--- src/logic/rcu_pkg.sv ---
/*
  rcu_pkg: constants, field positions and carrier types of the reset and clock unit.
  Assumes one 20 MHz core clock; every oscillator and PLL output reaches the unit as a
  one-cycle tick that is synchronous to that clock.
*/
package rcu_pkg;
  // register offsets
  localparam logic [7:0] RCU_CTL_OFS = 8'h00;
  localparam logic [7:0] RCU_CFG_OFS = 8'h04;
  localparam logic [7:0] RCU_INT_OFS = 8'h08;
  localparam logic [7:0] RCU_BDC_OFS = 8'h0C;
  // control register fields
  localparam int CTL_INTERNAL_8M_OSC_EN = 0;
  localparam int CTL_INTERNAL_8M_OSC_STB = 1;
  localparam int CTL_INTERNAL_40K_OSC_EN = 4;
  localparam int CTL_INTERNAL_40K_OSC_STB = 5;
  localparam int CTL_HX_EN = 16;
  localparam int CTL_HX_STB = 17;
  localparam int CTL_HX_BPS = 18;
  localparam int CTL_CKM_EN = 19;
  localparam int CTL_PLL_EN = 24;
  localparam int CTL_PLL_STB = 25;
  // configuration register fields
  localparam int CFG_SCS = 0;
  localparam int CFG_SEL = 2;
  localparam int CFG_AHB = 4;
  localparam int CFG_APB1 = 8;
  localparam int CFG_APB2 = 11;
  localparam int CFG_ADC = 14;
  localparam int CFG_PLLSRC = 17;
  localparam int CFG_USB = 18;
  localparam int CFG_I2S = 20;
  // interrupt register fields
  localparam int INT_FLAG = 0;
  localparam int INT_CKMF = 7;
  localparam int INT_IE = 8;
  localparam int INT_CLR = 16;
  localparam int INT_CKMC = 23;
  // backup domain control fields
  localparam int BDC_RTC_SOURCE_SELECT = 8;
  localparam int BDC_RTCEN = 15;
  localparam int BDC_BACKUP_DOMAIN_RESET_BIT = 16;
  // reset values and timing
  localparam logic RCU_INTERNAL_8M_OSC_EN_RST = 1'b1;
  localparam logic [31:0] RCU_RESET_VECTOR = 32'h0000_0000;
  localparam int RCU_CLK_MHZ = 20;
  localparam int RCU_STRETCH_US = 20;
  localparam logic [8:0] RCU_STRETCH_CYC = 9'(RCU_STRETCH_US * RCU_CLK_MHZ);
  localparam logic [6:0] RCU_RTC_HX_DIV_TOP = 7'h7F;
  localparam logic [2:0] RCU_SYSTEM_TICK_TIMER_TOP = 3'h7;

  typedef enum logic [1:0] {
    RCU_SRC_INTERNAL_8M_OSC = 2'h0,
    RCU_SRC_HIGH_SPEED_CRYSTAL = 2'h1,
    RCU_SRC_PLL = 2'h2
  } rcu_src_t;

  typedef enum logic [1:0] {
    RCU_RTC_NONE = 2'h0,
    RCU_RTC_LOW_SPEED_CRYSTAL = 2'h1,
    RCU_RTC_INTERNAL_40K_OSC = 2'h2,
    RCU_RTC_HXDIV = 2'h3
  } rcu_rtc_t;

  // reset sources and option levels
  typedef struct packed {
    logic por_det;
    logic standby_exit;
    logic ldo_ready;
    logic external_reset_pin_n;
    logic window_watchdog_reset_n;
    logic free_watchdog_reset_n;
    logic software_reset_request;
    logic standby_entry;
    logic deepsleep_entry;
    logic standby_no_reset_option;
    logic deepsleep_no_reset_option;
    logic deepsleep_wake;
    logic bkp_power_on;
    logic fwdg_started;
  } rcu_rst_src_t;

  // oscillator and PLL ticks
  typedef struct packed {
    logic internal_8m_osc;
    logic high_speed_crystal_osc;
    logic oscin;
    logic internal_40k_osc;
    logic low_speed_crystal;
    logic pll;
    logic pll1;
    logic pll2x2;
  } rcu_osc_t;

  // ready levels reported by the analog side
  typedef struct packed {
    logic internal_8m_osc;
    logic high_speed_crystal;
    logic internal_40k_osc;
    logic pll;
    logic pll1;
    logic pll2;
    logic high_speed_crystal_fail;
  } rcu_rdy_t;

  typedef struct packed {
    logic internal_8m_osc;
    logic high_speed_crystal_amp;
    logic internal_40k_osc;
    logic [2:0] pll;
  } rcu_oscen_t;

  // derived clock ticks
  typedef struct packed {
    logic sys;
    logic ahb;
    logic apb1;
    logic apb2;
    logic tmr1;
    logic tmr2;
    logic system_tick_timer_ext;
    logic adc;
    logic usb;
    logic [1:0] i2s;
    logic rtc;
    logic fwdg;
    logic flash;
  } rcu_clk_t;
endpackage : rcu_pkg

--- src/logic/rcu_top.sv ---
/*
  rcu_top: reset merging and stretching, oscillator control, stable flags and their
  interrupts, system clock selection and the derived clock ticks.
  Assumes a plain register port with read data one cycle after the read strobe, and
  that all inputs are synchronous to CLK.
*/
`timescale 1ns/1ps
module rcu_top
  import rcu_pkg::*;
(
  input wire logic CLK,
  input wire logic RSTN,
  input wire logic [7:0] ADDR,
  input wire logic [31:0] WDATA,
  input wire logic WE,
  input wire logic RE,
  output logic [31:0] RDATA,
  input wire rcu_rst_src_t RST_SRC,
  input wire rcu_osc_t OSC_TICK,
  input wire rcu_rdy_t OSC_RDY,
  output rcu_oscen_t OSC_EN,
  output rcu_clk_t CLK_TICK,
  output logic POWER_RESET_N,
  output logic SYSTEM_RESET_N,
  output logic BACKUP_RESET_N,
  output logic [31:0] RESET_VECTOR,
  output logic STABLE_IRQ,
  output logic NMI
);
  typedef struct packed {
    logic pwr_n;
    logic sys_n;
    logic bkp_n;
    logic [8:0] stretch;
    logic internal_8m_osc_en;
    logic internal_40k_osc_en;
    logic hx_en;
    logic hx_bps;
    logic ckm_en;
    logic [2:0] pll_en;
    logic [4:0] stb;
    logic internal_40k_osc_stb;
    rcu_src_t system_clock_switch;
    rcu_src_t sel;
    logic [2:0] ahb_psc;
    logic [2:0] apb1_psc;
    logic [2:0] apb2_psc;
    logic [2:0] adc_psc;
    logic pll_src;
    logic [1:0] usb_psc;
    logic [1:0] i2s_sel;
    logic [4:0] flag;
    logic [4:0] ie;
    logic ckm_flag;
    rcu_rtc_t rtc_src;
    logic rtc_en;
    logic bkp_bit;
    logic [6:0] ahb_cnt;
    logic [6:0] apb1_cnt;
    logic [6:0] apb2_cnt;
    logic [2:0] tick_cnt;
    logic [3:0] adc_cnt;
    logic [1:0] usb_cnt;
    logic [6:0] rtc_cnt;
    logic [31:0] rdata;
    rcu_clk_t clk_o;
  } rcu_state_t;

  rcu_state_t st_reg;
  rcu_state_t st_next;

  logic pwr_src;
  logic sys_src;
  logic internal_8m_osc_on;
  logic hx_tick;
  logic hx_fail;
  logic sys_t;
  logic ahb_t;
  logic apb1_t;
  logic apb2_t;
  logic pll_t;
  logic [6:0] ahb_mask;
  logic [6:0] apb1_mask;
  logic [6:0] apb2_mask;
  logic [3:0] adc_top;
  logic [4:0] stb_set;
  logic [4:0] flag_clr;
  logic ckm_clr;

  // converter divide factors 2,4,6,8,12,16 as terminal counts
  function automatic logic [3:0] adc_top_of(input logic [2:0] psc);
    logic [3:0] top;
    top = 4'hF;
    case (psc)
      3'h0: top = 4'h1;
      3'h1: top = 4'h3;
      3'h2: top = 4'h5;
      3'h3: top = 4'h7;
      3'h4: top = 4'hB;
      default: top = 4'hF;
    endcase
    return top;
  endfunction : adc_top_of

  // one register update per edge; all hardware forcing is applied after software
  always_comb
  begin
    st_next = st_reg;
    flag_clr = 5'h00;
    ckm_clr = 1'b0;

    // reset merging and stretching
    pwr_src = RST_SRC.por_det | RST_SRC.standby_exit;
    pwr_src = pwr_src | !RST_SRC.ldo_ready;
    sys_src = pwr_src | !st_reg.pwr_n | !RST_SRC.external_reset_pin_n
      | !RST_SRC.window_watchdog_reset_n | !RST_SRC.free_watchdog_reset_n
      | RST_SRC.software_reset_request
      | (RST_SRC.standby_entry & !RST_SRC.standby_no_reset_option)
      | (RST_SRC.deepsleep_entry & !RST_SRC.deepsleep_no_reset_option);
    st_next.pwr_n = !pwr_src;
    if (sys_src)
    begin
      st_next.stretch = RCU_STRETCH_CYC;
    end
    else if (st_reg.stretch != 9'h000)
    begin
      st_next.stretch = st_reg.stretch - 9'h001;
    end
    // released from a flop, so the edge is synchronous to CLK
    st_next.sys_n = !sys_src && (st_reg.stretch == 9'h000);
    st_next.bkp_n = !(st_reg.bkp_bit | RST_SRC.bkp_power_on);

    // stable flags follow the ready levels only while enabled
    internal_8m_osc_on = st_reg.internal_8m_osc_en | st_reg.ckm_en | (st_reg.sel == RCU_SRC_INTERNAL_8M_OSC);
    st_next.stb[0] = internal_8m_osc_on & OSC_RDY.internal_8m_osc;
    st_next.stb[1] = st_reg.hx_en & OSC_RDY.high_speed_crystal;
    st_next.stb[2] = st_reg.pll_en[0] & OSC_RDY.pll;
    st_next.stb[3] = st_reg.pll_en[1] & OSC_RDY.pll1;
    st_next.stb[4] = st_reg.pll_en[2] & OSC_RDY.pll2;
    st_next.internal_40k_osc_stb = (st_reg.internal_40k_osc_en | RST_SRC.fwdg_started) & OSC_RDY.internal_40k_osc;
    stb_set = st_next.stb & ~st_reg.stb;

    // software writes
    if (WE)
    begin
      unique case (ADDR)
        RCU_CTL_OFS:
        begin
          st_next.internal_8m_osc_en = WDATA[CTL_INTERNAL_8M_OSC_EN];
          st_next.internal_40k_osc_en = WDATA[CTL_INTERNAL_40K_OSC_EN];
          st_next.hx_en = WDATA[CTL_HX_EN];
          st_next.ckm_en = WDATA[CTL_CKM_EN];
          st_next.pll_en = {WDATA[CTL_PLL_EN + 4], WDATA[CTL_PLL_EN + 2], WDATA[CTL_PLL_EN]};
          if (!st_reg.hx_en)
          begin
            st_next.hx_bps = WDATA[CTL_HX_BPS];
          end
        end
        RCU_CFG_OFS:
        begin
          if (WDATA[CFG_SCS +: 2] != 2'h3)
          begin
            st_next.system_clock_switch = rcu_src_t'(WDATA[CFG_SCS +: 2]);
          end
          st_next.ahb_psc = WDATA[CFG_AHB +: 3];
          st_next.apb1_psc = WDATA[CFG_APB1 +: 3];
          st_next.apb2_psc = WDATA[CFG_APB2 +: 3];
          st_next.adc_psc = WDATA[CFG_ADC +: 3];
          st_next.pll_src = WDATA[CFG_PLLSRC];
          st_next.usb_psc = WDATA[CFG_USB +: 2];
          st_next.i2s_sel = WDATA[CFG_I2S +: 2];
        end
        RCU_INT_OFS:
        begin
          st_next.ie = WDATA[INT_IE +: 5];
          flag_clr = WDATA[INT_CLR +: 5];
          ckm_clr = WDATA[INT_CKMC];
        end
        RCU_BDC_OFS:
        begin
          st_next.rtc_src = rcu_rtc_t'(WDATA[BDC_RTC_SOURCE_SELECT +: 2]);
          st_next.rtc_en = WDATA[BDC_RTCEN];
          st_next.bkp_bit = WDATA[BDC_BACKUP_DOMAIN_RESET_BIT];
        end
        default:
        begin
          st_next.rdata = st_reg.rdata;
        end
      endcase
    end

    // low-power entry stops the crystal and every PLL
    if (RST_SRC.deepsleep_entry | RST_SRC.standby_entry)
    begin
      st_next.pll_en = 3'h0;
      st_next.hx_en = 1'b0;
    end
    if (RST_SRC.deepsleep_wake && st_reg.sel != RCU_SRC_INTERNAL_8M_OSC)
    begin
      st_next.system_clock_switch = RCU_SRC_INTERNAL_8M_OSC;
      st_next.sel = RCU_SRC_INTERNAL_8M_OSC;
    end

    // crystal monitor failure
    hx_fail = st_reg.ckm_en & st_reg.hx_en & OSC_RDY.high_speed_crystal_fail;
    if (hx_fail)
    begin
      st_next.hx_en = 1'b0;
      if (st_reg.pll_src)
      begin
        st_next.pll_en = 3'h0;
      end
      if (st_reg.sel == RCU_SRC_HIGH_SPEED_CRYSTAL || (st_reg.sel == RCU_SRC_PLL && st_reg.pll_src))
      begin
        st_next.system_clock_switch = RCU_SRC_INTERNAL_8M_OSC;
        st_next.sel = RCU_SRC_INTERNAL_8M_OSC;
      end
      if (st_reg.rtc_src == RCU_RTC_HXDIV)
      begin
        st_next.rtc_src = RCU_RTC_NONE;
      end
    end
    // a set in the clearing cycle wins
    st_next.ckm_flag = (st_reg.ckm_flag & !ckm_clr) | hx_fail;
    st_next.flag = (st_reg.flag & ~flag_clr) | stb_set;

    // a software switch moves the selector only once the target reports stable; wake and crystal failure force 8M at once
    if (st_next.sel != st_next.system_clock_switch)
    begin
      unique case (st_next.system_clock_switch)
        RCU_SRC_INTERNAL_8M_OSC: if (st_reg.stb[0]) st_next.sel = st_next.system_clock_switch;
        RCU_SRC_HIGH_SPEED_CRYSTAL: if (st_reg.stb[1]) st_next.sel = st_next.system_clock_switch;
        RCU_SRC_PLL: if (st_reg.stb[2]) st_next.sel = st_next.system_clock_switch;
        default: st_next.sel = RCU_SRC_INTERNAL_8M_OSC;
      endcase
    end

    // register reads
    st_next.rdata = 32'h0000_0000;
    if (RE)
    begin
      unique case (ADDR)
        RCU_CTL_OFS:
        begin
          st_next.rdata[CTL_INTERNAL_8M_OSC_EN] = st_reg.internal_8m_osc_en;
          st_next.rdata[CTL_INTERNAL_8M_OSC_STB] = st_reg.stb[0];
          st_next.rdata[CTL_INTERNAL_40K_OSC_EN] = st_reg.internal_40k_osc_en;
          st_next.rdata[CTL_INTERNAL_40K_OSC_STB] = st_reg.internal_40k_osc_stb;
          st_next.rdata[CTL_HX_EN] = st_reg.hx_en;
          st_next.rdata[CTL_HX_STB] = st_reg.stb[1];
          st_next.rdata[CTL_HX_BPS] = st_reg.hx_bps;
          st_next.rdata[CTL_CKM_EN] = st_reg.ckm_en;
          st_next.rdata[CTL_PLL_EN +: 6] = {st_reg.stb[4], st_reg.pll_en[2], st_reg.stb[3],
            st_reg.pll_en[1], st_reg.stb[2], st_reg.pll_en[0]};
        end
        RCU_CFG_OFS:
        begin
          st_next.rdata[CFG_SCS +: 2] = st_reg.system_clock_switch;
          st_next.rdata[CFG_SEL +: 2] = st_reg.sel;
          st_next.rdata[CFG_AHB +: 3] = st_reg.ahb_psc;
          st_next.rdata[CFG_APB1 +: 3] = st_reg.apb1_psc;
          st_next.rdata[CFG_APB2 +: 3] = st_reg.apb2_psc;
          st_next.rdata[CFG_ADC +: 3] = st_reg.adc_psc;
          st_next.rdata[CFG_PLLSRC] = st_reg.pll_src;
          st_next.rdata[CFG_USB +: 2] = st_reg.usb_psc;
          st_next.rdata[CFG_I2S +: 2] = st_reg.i2s_sel;
        end
        RCU_INT_OFS:
        begin
          st_next.rdata[INT_FLAG +: 5] = st_reg.flag;
          st_next.rdata[INT_CKMF] = st_reg.ckm_flag;
          st_next.rdata[INT_IE +: 5] = st_reg.ie;
        end
        RCU_BDC_OFS:
        begin
          st_next.rdata[BDC_RTC_SOURCE_SELECT +: 2] = st_reg.rtc_src;
          st_next.rdata[BDC_RTCEN] = st_reg.rtc_en;
          st_next.rdata[BDC_BACKUP_DOMAIN_RESET_BIT] = st_reg.bkp_bit;
        end
        default: st_next.rdata = 32'h0000_0000;
      endcase
    end

    // source ticks; the crystal stays withheld until its flag is set
    hx_tick = (st_reg.hx_bps ? OSC_TICK.oscin : OSC_TICK.high_speed_crystal_osc) & st_reg.stb[1];
    pll_t = OSC_TICK.pll & st_reg.stb[2];
    // ticks are muxed on a registered selector, so no runt pulse can appear
    unique case (st_reg.sel)
      RCU_SRC_INTERNAL_8M_OSC: sys_t = OSC_TICK.internal_8m_osc & st_reg.stb[0];
      RCU_SRC_HIGH_SPEED_CRYSTAL: sys_t = hx_tick;
      RCU_SRC_PLL: sys_t = pll_t;
      default: sys_t = OSC_TICK.internal_8m_osc;
    endcase

    // bus prescalers, each a power of two
    ahb_mask = 7'((8'h01 << st_reg.ahb_psc) - 8'h01);
    apb1_mask = 7'((8'h01 << st_reg.apb1_psc) - 8'h01);
    apb2_mask = 7'((8'h01 << st_reg.apb2_psc) - 8'h01);
    ahb_t = sys_t && (st_reg.ahb_cnt == ahb_mask);
    apb1_t = ahb_t && (st_reg.apb1_cnt == apb1_mask);
    apb2_t = ahb_t && (st_reg.apb2_cnt == apb2_mask);
    if (sys_t)
    begin
      st_next.ahb_cnt = ahb_t ? 7'h00 : st_reg.ahb_cnt + 7'h01;
    end
    if (ahb_t)
    begin
      st_next.apb1_cnt = apb1_t ? 7'h00 : st_reg.apb1_cnt + 7'h01;
      st_next.apb2_cnt = apb2_t ? 7'h00 : st_reg.apb2_cnt + 7'h01;
      st_next.tick_cnt = st_reg.tick_cnt + 3'h1;
    end
    adc_top = adc_top_of(st_reg.adc_psc);
    if (apb2_t)
    begin
      st_next.adc_cnt = (st_reg.adc_cnt == adc_top) ? 4'h0 : st_reg.adc_cnt + 4'h1;
    end
    if (pll_t)
    begin
      st_next.usb_cnt = (st_reg.usb_cnt == st_reg.usb_psc) ? 2'h0 : st_reg.usb_cnt + 2'h1;
    end
    if (hx_tick)
    begin
      st_next.rtc_cnt = st_reg.rtc_cnt + 7'h01;
    end

    // derived clock ticks, registered for clean outputs
    st_next.clk_o.sys = sys_t;
    st_next.clk_o.ahb = ahb_t;
    st_next.clk_o.apb1 = apb1_t;
    st_next.clk_o.apb2 = apb2_t;
    // half the prescaler count gives twice the bus rate; with an undivided bus the timer tick equals the bus tick
    st_next.clk_o.tmr1 = (st_reg.apb1_psc == 3'h0) ? apb1_t
      : ahb_t && ((st_reg.apb1_cnt & (apb1_mask >> 1)) == (apb1_mask >> 1));
    st_next.clk_o.tmr2 = (st_reg.apb2_psc == 3'h0) ? apb2_t
      : ahb_t && ((st_reg.apb2_cnt & (apb2_mask >> 1)) == (apb2_mask >> 1));
    st_next.clk_o.system_tick_timer_ext = ahb_t && (st_reg.tick_cnt == RCU_SYSTEM_TICK_TIMER_TOP);
    st_next.clk_o.adc = apb2_t && (st_reg.adc_cnt == adc_top);
    st_next.clk_o.usb = pll_t && (st_reg.usb_cnt == st_reg.usb_psc);
    for (int i = 0; i < 2; i++)
    begin
      st_next.clk_o.i2s[i] = st_reg.i2s_sel[i] ? (OSC_TICK.pll2x2 & st_reg.stb[4]) : sys_t;
    end
    unique case (st_reg.rtc_src)
      RCU_RTC_NONE: st_next.clk_o.rtc = 1'b0;
      RCU_RTC_LOW_SPEED_CRYSTAL: st_next.clk_o.rtc = st_reg.rtc_en & OSC_TICK.low_speed_crystal;
      RCU_RTC_INTERNAL_40K_OSC: st_next.clk_o.rtc = st_reg.rtc_en & OSC_TICK.internal_40k_osc;
      RCU_RTC_HXDIV: st_next.clk_o.rtc = st_reg.rtc_en & hx_tick
        & (st_reg.rtc_cnt == RCU_RTC_HX_DIV_TOP);
    endcase
    st_next.clk_o.fwdg = OSC_TICK.internal_40k_osc;
    st_next.clk_o.flash = OSC_TICK.internal_8m_osc;

    // power and system reset return control state; backup fields are spared
    if (!st_reg.pwr_n || !st_reg.sys_n)
    begin
      st_next.internal_8m_osc_en = RCU_INTERNAL_8M_OSC_EN_RST;
      st_next.hx_en = 1'b0;
      st_next.hx_bps = 1'b0;
      st_next.ckm_en = 1'b0;
      st_next.pll_en = 3'h0;
      st_next.system_clock_switch = RCU_SRC_INTERNAL_8M_OSC;
      st_next.sel = RCU_SRC_INTERNAL_8M_OSC;
      st_next.ahb_psc = 3'h0;
      st_next.apb1_psc = 3'h0;
      st_next.apb2_psc = 3'h0;
      st_next.adc_psc = 3'h0;
      st_next.pll_src = 1'b0;
      st_next.usb_psc = 2'h0;
      st_next.i2s_sel = 2'h0;
      st_next.ie = 5'h00;
      st_next.flag = 5'h00;
      st_next.ckm_flag = 1'b0;
    end
    if (!st_reg.pwr_n)
    begin
      st_next.internal_40k_osc_en = 1'b0;
    end
    if (!st_reg.bkp_n)
    begin
      st_next.rtc_src = RCU_RTC_NONE;
      st_next.rtc_en = 1'b0;
    end
  end

  // state register; asynchronous reset loads all zeros, power reset then follows
  always_ff @(posedge CLK or negedge RSTN)
  begin
    if (!RSTN)
    begin
      st_reg <= '0;
    end
    else
    begin
      st_reg <= st_next;
    end
  end

  // outputs
  assign RDATA = st_reg.rdata;
  assign POWER_RESET_N = st_reg.pwr_n;
  assign SYSTEM_RESET_N = st_reg.sys_n;
  assign BACKUP_RESET_N = st_reg.bkp_n;
  assign RESET_VECTOR = RCU_RESET_VECTOR;
  assign STABLE_IRQ = |(st_reg.flag & st_reg.ie);
  assign NMI = st_reg.ckm_flag;
  assign CLK_TICK = st_reg.clk_o;
  assign OSC_EN.internal_8m_osc = st_reg.internal_8m_osc_en | st_reg.ckm_en | (st_reg.sel == RCU_SRC_INTERNAL_8M_OSC);
  assign OSC_EN.high_speed_crystal_amp = st_reg.hx_en & !st_reg.hx_bps;
  assign OSC_EN.internal_40k_osc = st_reg.internal_40k_osc_en | RST_SRC.fwdg_started;
  assign OSC_EN.pll = st_reg.pll_en;
endmodule : rcu_top

--- config.mk ---
export PLATFORM = sky130hd
export DESIGN_NAME = rcu_top
export DESIGN_NICKNAME = d
export VERILOG_FILES = /design/src/logic/rcu_pkg.sv /design/src/logic/rcu_top.sv
export SDC_FILE = /design/constraint.sdc
export NUM_CORES = 1
export LEC_CHECK = 0
export ABC_CLOCK_PERIOD_IN_PS = 2650
export BUFFER_PORTS_ARGS = -buffer_cell sky130_fd_sc_hd__buf_4
export CAP_MARGIN = 25
export CORE_MARGIN = 1
export CORE_UTILIZATION = 50
export CTS_CLUSTER_SIZE = 16
export DETAILED_ROUTE_END_ITERATION = 7
export GPL_TIMING_DRIVEN = 0
export PLACE_DENSITY = 0.8
export SYNTH_ARGS = -nofsm -noshare
export SYNTH_HDL_FRONTEND = slang
export SYNTH_SLANG_ARGS = --single-unit
--- constraint.sdc ---
create_clock -name CLK -period 2.65 [get_ports CLK]
set_input_delay 0.265 -clock CLK [delete_from_list [all_inputs] [get_ports CLK]]
set_output_delay 0.265 -clock CLK [all_outputs]
set_load 0.1 [all_outputs]
# Word-level counts from Yosys, hierarchy flattened
# Cells that the tools add are included.
dict set report word_totals {
  ff_bits 145
  input_bits 73
  output_inout_bits 89
  elab_cells 253
}
dict set report op_classes {
  add_sub_neg 11
  eq_ne 30
  shifts 3
  n_mux 66
  n_bitwise 43
  n_reduce_logical 52
}
# op count
set ops {}
lappend ops {{$mux 17} 2}
lappend ops {{$mux 32} 1}
lappend ops {{$mux 30} 1}
lappend ops {{$add 7x1->7 const B} 4}
lappend ops {{$mux 2} 12}
lappend ops {{$mux 4} 6}
lappend ops {{$eq 7x7->1} 3}
lappend ops {{$mux 7} 3}
lappend ops {{$shl 1x3->7 const A} 3}
lappend ops {{$sub 7x1->7 const B} 3}
lappend ops {{$and 1x1->1} 20}
lappend ops {{$mux 5} 4}
lappend ops {{$pmux 4 s5} 1}
lappend ops {{$mux 9} 2}
lappend ops {{$pmux 2 s3} 3}
lappend ops {{$eq 8x4->1 const B} 2}
lappend ops {{$mux 8} 2}
lappend ops {{$and 5x5->5} 3}
lappend ops {{$or 1x1->1} 15}
lappend ops {{$and 7x6->7} 2}
lappend ops {{$eq 7x6->1} 2}
lappend ops {{$mux 1} 14}
lappend ops {{$reduce_and 2->1} 7}
lappend ops {{$logic_not 1->1} 13}
lappend ops {{36 further kinds} 77}

# Depth between registers and ports, before layout
# Gate-level depths: netlist (run 1).
dict set report logic_depth {
  ltp_word 11
  depth_mapped 13
  mapped_depth_nobuf 10
}

# Worst setup path after synthesis (run 1)
# No wires, ideal clock.
dict set report synth_timing {
  path_type {register -> register}
  startpoint {register st_reg[110] (netlist name)}
  endpoint {register st_reg[71] (netlist name)}
  setup_ns 0.126
  t_arrival_ns 2.750
  required_ns 2.524
  path_slack_ns -0.226
  stages_incl_launch_ff 11
  path_buffers 2
  synth_period_minus_slack_ns 2.876
  path_cell_list {dfrtp_1 > buf_2 > or3_1 > ha_1 > buf_2 > or3b_1 > a21oi_1 > o21ai_1 > a211oi_2 > a21oi_1 > a311o_1}
}
dict set report synth_between {
  elab_chain_len 5
}
# element line_no
set synth_lines {}
lappend synth_lines {{start: declaration} rcu_top.sv:69} ;# rcu_state_t st_reg;
lappend synth_lines {{start signal: assignment} rcu_top.sv:394} ;# st_reg <= st_next;
lappend synth_lines {{$shl 1x3->7} rcu_top.sv:297} ;# apb1_mask = 7'((8'h01 << st_reg.apb1_psc) - 8'h01);
lappend synth_lines {{$sub 7x1->7} rcu_top.sv:297}
lappend synth_lines {{$eq 7x7->1} rcu_top.sv:300} ;# apb1_t = ahb_t && (st_reg.apb1_cnt == apb1_mask);
lappend synth_lines {{$logic_and 1x1->1} rcu_top.sv:300}
lappend synth_lines {{$mux 7} rcu_top.sv:308} ;# st_next.apb1_cnt = apb1_t ? 7'h00 : st_reg.apb1_cnt + 7'h01;
# Every way passes these cells.
# A chain may end at the register's enable or synchronous reset.

# Worst setup path after layout (run 1)
dict set report layout_timing {
  startpoint {register st_reg[109] (netlist name)}
  endpoint {register st_reg[73] (netlist name)}
}
# The elaborated chain is that of the path after synthesis.

==> run metrics, run 1 <==
Slew Limit Fails 0; Largest register FFs ~90; Final Cycle Share 1.03; routed vias/inst around 5.5; clock root cell clkbuf_16; number of synthesized register bits around 140; share of the synthesized area in the top cell type 0.457; Post-synth EDFFs 0; Fmax roughly 0.37 GHz; hold_ws between 0.01 and 0.015 ns; hold depth 2; Post-Route WL a little over 20,000 um; die footprint between 15,000 and 20,000 um2; Layout Nets about 1,100; grt total ovfl 0; vias in the first global route approximately 6,300; Final Hold Violating Endpoints 0; clk buf depth 2; Pre-Repair DR Iteration Count 8; Async S/R FF share, synth 1.00; clock slew at reported path FFs around 0.06 ns; fin crit period approximately 2.7 ns; GR Util All Layers 0.260; post-DP HPWL around 14,000 um; Seq/Total Area, Yosys 0.457; Area growth, synth to finish 28.4%; RSZ-0062 raised after global routing yes; initial antenna violation count 0; Pleak around 0.0048 uW; max_cap viols 0; H-tree Lvls 4; status finished with violations; CP endpoint kind flop; Die Width between 100 and 150 um; Routed WL per cell 16.8 um; Mapped Avg Cell Area roughly 9.4 um2; maximum vdd ir drop roughly 0.4 mV; Cell Area, Synth a little under 8000 um2; violated checks negative setup slack; Setup CP Type reg2reg; top cells by count, synth dfrtp_1 (141), nand2_1 (97), buf_4 (82), nor2_1 (61), a21oi_1 (41); Worst Path Max Fanout 6; largest net degree at the start of global routing between 80 and 90; leading area contributor after synthesis dfrtp_1; Rel. slew slack 0.289; vias between 6,000 and 7,000; Unique masters post-synth 74; Setup Viol. Count Final 5; crit-path cells clkbuf_8 > or3_4 > ha_4 > or3b_1 > a21oi_2 > o21ai_2 > a211oi_4 > buf_6 > a21oi_4 > a221o_1; first-pass GRT wire length between 30,000 and 40,000 um; I/O Buffers 115; setup_tns -0.127 ns; pwr dens ~540 nW/um2; Mapped Cells 820; Ports about 160; Die Ht about 130 um; Initial Utilization 0.510; Worst R2R Path Depth 10; Iter 0 DRT Violations between 700 and 800; top_reg_cell synth dfrtp_1; CP peak stage delay ~0.38 ns; WP data arrival 3.03 ns; DRC errors left 0; worst setup slack after layout -0.0730 ns; Least-Margin Pin Slew about 1.1 ns; CP max-delay cell dfrtp_1; Sink Count roughly 140; WP data required 2.95 ns; core area ~15,000 um2; Worst Skew between 0.01 and 0.015 ns; row count 45; nature of the critical path startpoint flop; Min-Delay Path Class in2reg; warnings from Yosys 0; top post-synthesis cells by area dfrtp_1 (46%), buf_4 (8.0%), nand2_1 (4.7%), nor2_1 (3.0%), a21oi_1 (2.7%); top-count cell post-synth dfrtp_1; share of post-route cells with drive strength above 1 0.293; CTS Buf Count 17; clk_lat worst skew 0.43 ns; TritonCTS clock tree yes; Antenna Cells 0; Place WS -0.419 ns; Final GP Congestion between 0.9 and 1; post-route ant nets 0
[layout make-up]
type | instances | area (um2)
repair buffers | 140 | 1090
flip-flops and latches | 141 | 3530
clock inverters | 13 | 173
clock buffers | 19 | 433
inverters | 22 | 82.6
multi-input cells | 571 | 3560
plain buffers | 117 | 817
well taps | 188 | 235
fillers | 1171 | 5230
[path summary, 6_finish.rpt]
check                       startpoint             end  slack [ns]
setup / recovery           st_reg[109]      st_reg[73]       -0.07
setup reg to reg           st_reg[109]      st_reg[73]       -0.07
max in group asynchronous         RSTN       OSC_EN[1]        1.44
min in group asynchronous         RSTN      st_reg[61]        0.40
hold reg to reg             st_reg[83]  BACKUP_RESET_N        0.44
hold / removal             RST_SRC[12]   POWER_RESET_N        0.01
[power breakdown]
part / leakage [uW] / internal (uW) / switching, uW
combinational: 0.00257 / 192 / 427
sequential: 0.00189 / 2200 / 65.0
clock: 0.000292 / 1560 / 919
[worst max-delay path: cells and delay by family (launching register included)]
family	cells	cell delay [ns]
AOI/OAI and AO/OA	5	0.99
and+or+nand+nor	2	0.74
DFF	1	0.38
buffers and inverters	2	0.29
adders and majority gates	1	0.19
[per-stage QoR]
step / cells / total power, uW / util / area, um2
2_1_floorplan: 855 / 2710 / - / 7900
3_3_place_gp: 1158 / 2880 / 0.594 / 9000
3_5_place_dp: 1160 / 2900 / 0.597 / 9040
4_1_cts: 1203 / 5360 / 0.648 / 9820
5_1_grt: 1211 / 5520 / 0.655 / 9920
6_report: 1211 / 5360 / 0.655 / 9920
[cell usage in the layout, fill, tap and decap left out, types with 9 or more instances in the layout]
cell       count
dfrtp_1      139
conb_1        36
mux2i_1       20
and2_1        17
clkbuf_1      21
nand4_1        9
ha_1          11
nor3_1        23
and3_1        15
a21oi_1       39
mux2_2         9
o21ai_0       19
nor2b_1       11
xor2_1        11
clkbuf_16     17
xnor2_1       17
a22oi_1       17
buf_4        215
inv_1         20
nand2b_1      16
nand3_1       24
nor2_1        60
nand2_1       97
[cells by family after synthesis]
logic type,count (synthesis),share of synthesized area
xor gates and xnor gates,28,0.0317
buffers and inverters,143,0.111
DFF,141,0.457
other,1,0.000485
muxes,29,0.0390
and+or+nand+nor,319,0.210
AOI/OAI and AO/OA,146,0.130
adders and majority gates,13,0.0210
[metal layers]
layer	part of all wire	up-vias	GRT usage
li1	-	3114	-
met1	0.42	3172	0.338
met2	0.49	309	0.423
met3	0.064	43	0.0531
met4	0.025	0	0.112
met5	0	-	0
[timing repair]
item                                    4_1_cts  5_1_grt
pin swaps                                    11        7
hold buffers                                  5        0
resized for setup                            20       17
endpoints found under the hold margin        65        0
endpoints found under the setup margin       34       28
buffers inserted                              9        9
No activity file was read; power rests on OpenSTA's default activity.
==> inputs of run 2 (changes only) <==
PLACE_DENSITY = default   (was 0.8)
PLACE_DENSITY_LB_ADDON = 0.25   (was default)
==> run 2 against run 1 <==
The run still ends with negative setup slack left. First-iteration DRC count is 21% lower. Via count is 1.0% lower. Sequential share of layout area is 0.43 points lower. Combinational power is 1% higher. Non-clock buffer count is 8 higher. Sequential power hardly changed. Maximum frequency is 2.6% higher. Core utilization is 0.81 points higher. Flip-flop and latch count stayed put. Critical endpoint is now st_reg[72]. Largest cell class unchanged. Largest power group unchanged. Highest routed layer unchanged.
==> run metrics, run 2 (synthesis results as in run 1) <==
Final Hold Violating Endpoints 0; RSZ-0062 raised after global routing yes; grt total ovfl 0; non-filler cells, final 1,218; core area between 15,000 and 20,000 um2; fin crit period about 2.7 ns; Area growth, synth to finish 30.0%; violated checks negative setup slack; Die Ht roughly 130 um; first-pass GRT wire length between 30,000 and 40,000 um; initial antenna violation count 0; Min-Delay Path Class in2reg; Pleak 0.00483 uW; Pre-Repair DR Iteration Count 6; Design Area, Final about 10,000 um2; most frequent cells in the layout buf_4 (225), dfrtp_1 (139), nand2_1 (95), nor2_1 (60), a21oi_1 (39); Antenna Cells 0; status finished with violations; pwr dens 541 nW/um2; post-route ant nets 0; Final GP Congestion ~0.86; share of post-route cells with drive strength above 1 0.306; Layout Nets approximately 1,100; Cells after DPL around 1,200; Setup CP Type reg2reg; Routed WL per cell around 16 um; Worst Skew between 0.006 and 0.007 ns; maximum vdd ir drop 0.434 mV; Die Width 126 um; clock slew at reported path FFs 0.06 ns; CP max-delay cell dfrtp_1; largest net degree at the start of global routing 75; R2R setup slack -0.004 ns; row count 45; GR Util All Layers 0.258; Worst Path Max Fanout 7; die footprint 16,000 um2; Iter 0 DRT Violations 580; clock root cell clkbuf_16; vias in the first global route approximately 6,400; clk buf depth 2; Slew Limit Fails 0; Sink Count between 100 and 150; post-DP HPWL approximately 14,000 um; Least-Margin Pin Slew about 1.1 ns; Util after Layout 0.663; CP endpoint kind flop; nature of the critical path startpoint flop; Place WS -0.432 ns; WP data required between 2 and 3 ns; Final Cycle Share 1.00; CTS Buf Count 17; vias ~6,600; TritonCTS clock tree yes; Fmax roughly 0.38 GHz; Largest register FFs roughly 90; Setup Viol. Count Final 1; Rel. slew slack 0.270; worst setup slack after layout -0.00366 ns; DRC errors left 0; Post-DP Area around 9000 um2; CP peak stage delay between 0.3 and 0.4 ns; Final Total Pwr between 5000 and 6000 uW; routed vias/inst ~5.4; crit-path cells buf_6 > or3_4 > ha_4 > or3b_4 > a21oi_4 > o21ai_2 > a211oi_4 > buf_6 > a21oi_4 > a221o_1; commonest non-fill, non-tap cell in the layout buf_4; H-tree Lvls 4; Post-Route WL 19,800 um; WP data arrival approximately 3.0 ns; I/O Buffers 115; max_cap viols 0; Ports approximately 160; clk_lat worst skew approximately 0.42 ns; Initial Utilization 0.510
==> run 2: cell count changes in the layout (fill, tap and decap cells not counted), moves of 2 or more <==
| cell | delta |
|---|---|
| clkinvlp_4 | -3 |
| clkinv_2 | -4 |
| nand2_2 | +2 |
| buf_4 | +10 |
| nand2_1 | -2 |
| clkbuf_8 | +6 |
==> run 2: worst paths after layout <==
path / start / end / cells past startpoint
max: st_reg[110] / st_reg[72] / 10
min: RST_SRC[13] / POWER_RESET_N / 2
max reg2reg: st_reg[110] / st_reg[72] / 10
min reg2reg: st_reg[83] / BACKUP_RESET_N / 1
max in group asynchronous: RSTN / st_reg[108] / 3
min in group asynchronous: RSTN / st_reg[71] / 2
==> run 2: final cells by class <==
type,instances,area [um2]
Fill cell,1240,5100
Clock inverter,5,100
Timing Repair Buffer,149,1160
Sequential cell,141,3530
Inverter,22,82.6
Tap cell,188,235
Buffer,116,793
Multi-Input combinational cell,571,3600
Clock buffer,26,539
==> run 2: critical path, delay by kind of cell, from the launching register on <==
| family | cells | cell delay, ns |
|---|---|---|
| fa+ha+maj | 1 | 0.18 |
| compound gates | 5 | 0.94 |
| flops | 1 | 0.39 |
| simple gates | 2 | 0.74 |
| buf+inv | 2 | 0.29 |
==> run 2: routing by layer <==
metal / global-route usage / share of wire / up-vias
met5: 0 / 0 / -
li1: - / - / 3137
met4: 0.0695 / 0.013 / 0
met3: 0.0645 / 0.063 / 23
met2: 0.434 / 0.51 / 237
met1: 0.331 / 0.42 / 3172
==> run 2: power breakdown <==
part	total (uW)	switching [uW]	internal [uW]
sequential	2270	71.6	2200
combinational	627	424	203
clock	2540	867	1670
total	5440	1360	4070
==> run 2: what timing repair did <==
| item | in CTS | in global routing |
|---|---|---|
| hold buffers | 3 | 1 |
| gates resized for setup | 20 | 25 |
| pin swaps | 10 | 10 |
| buffers inserted | 7 | 21 |
| endpoints found under the hold margin | 69 | 1 |
| endpoints found under the setup margin | 35 | 30 |
==> run 2: through the flow <==
step | TNS [ns] | hold slack (ns)
global route | -0.519 | 0.000686
floorplan | -0.329 | -0.0306
global placement | -9.80 | 0.386
CTS | -0.00679 | 0.000465
detailed placement | -10.89 | 0.324
finish | -0.00366 | 0.0109
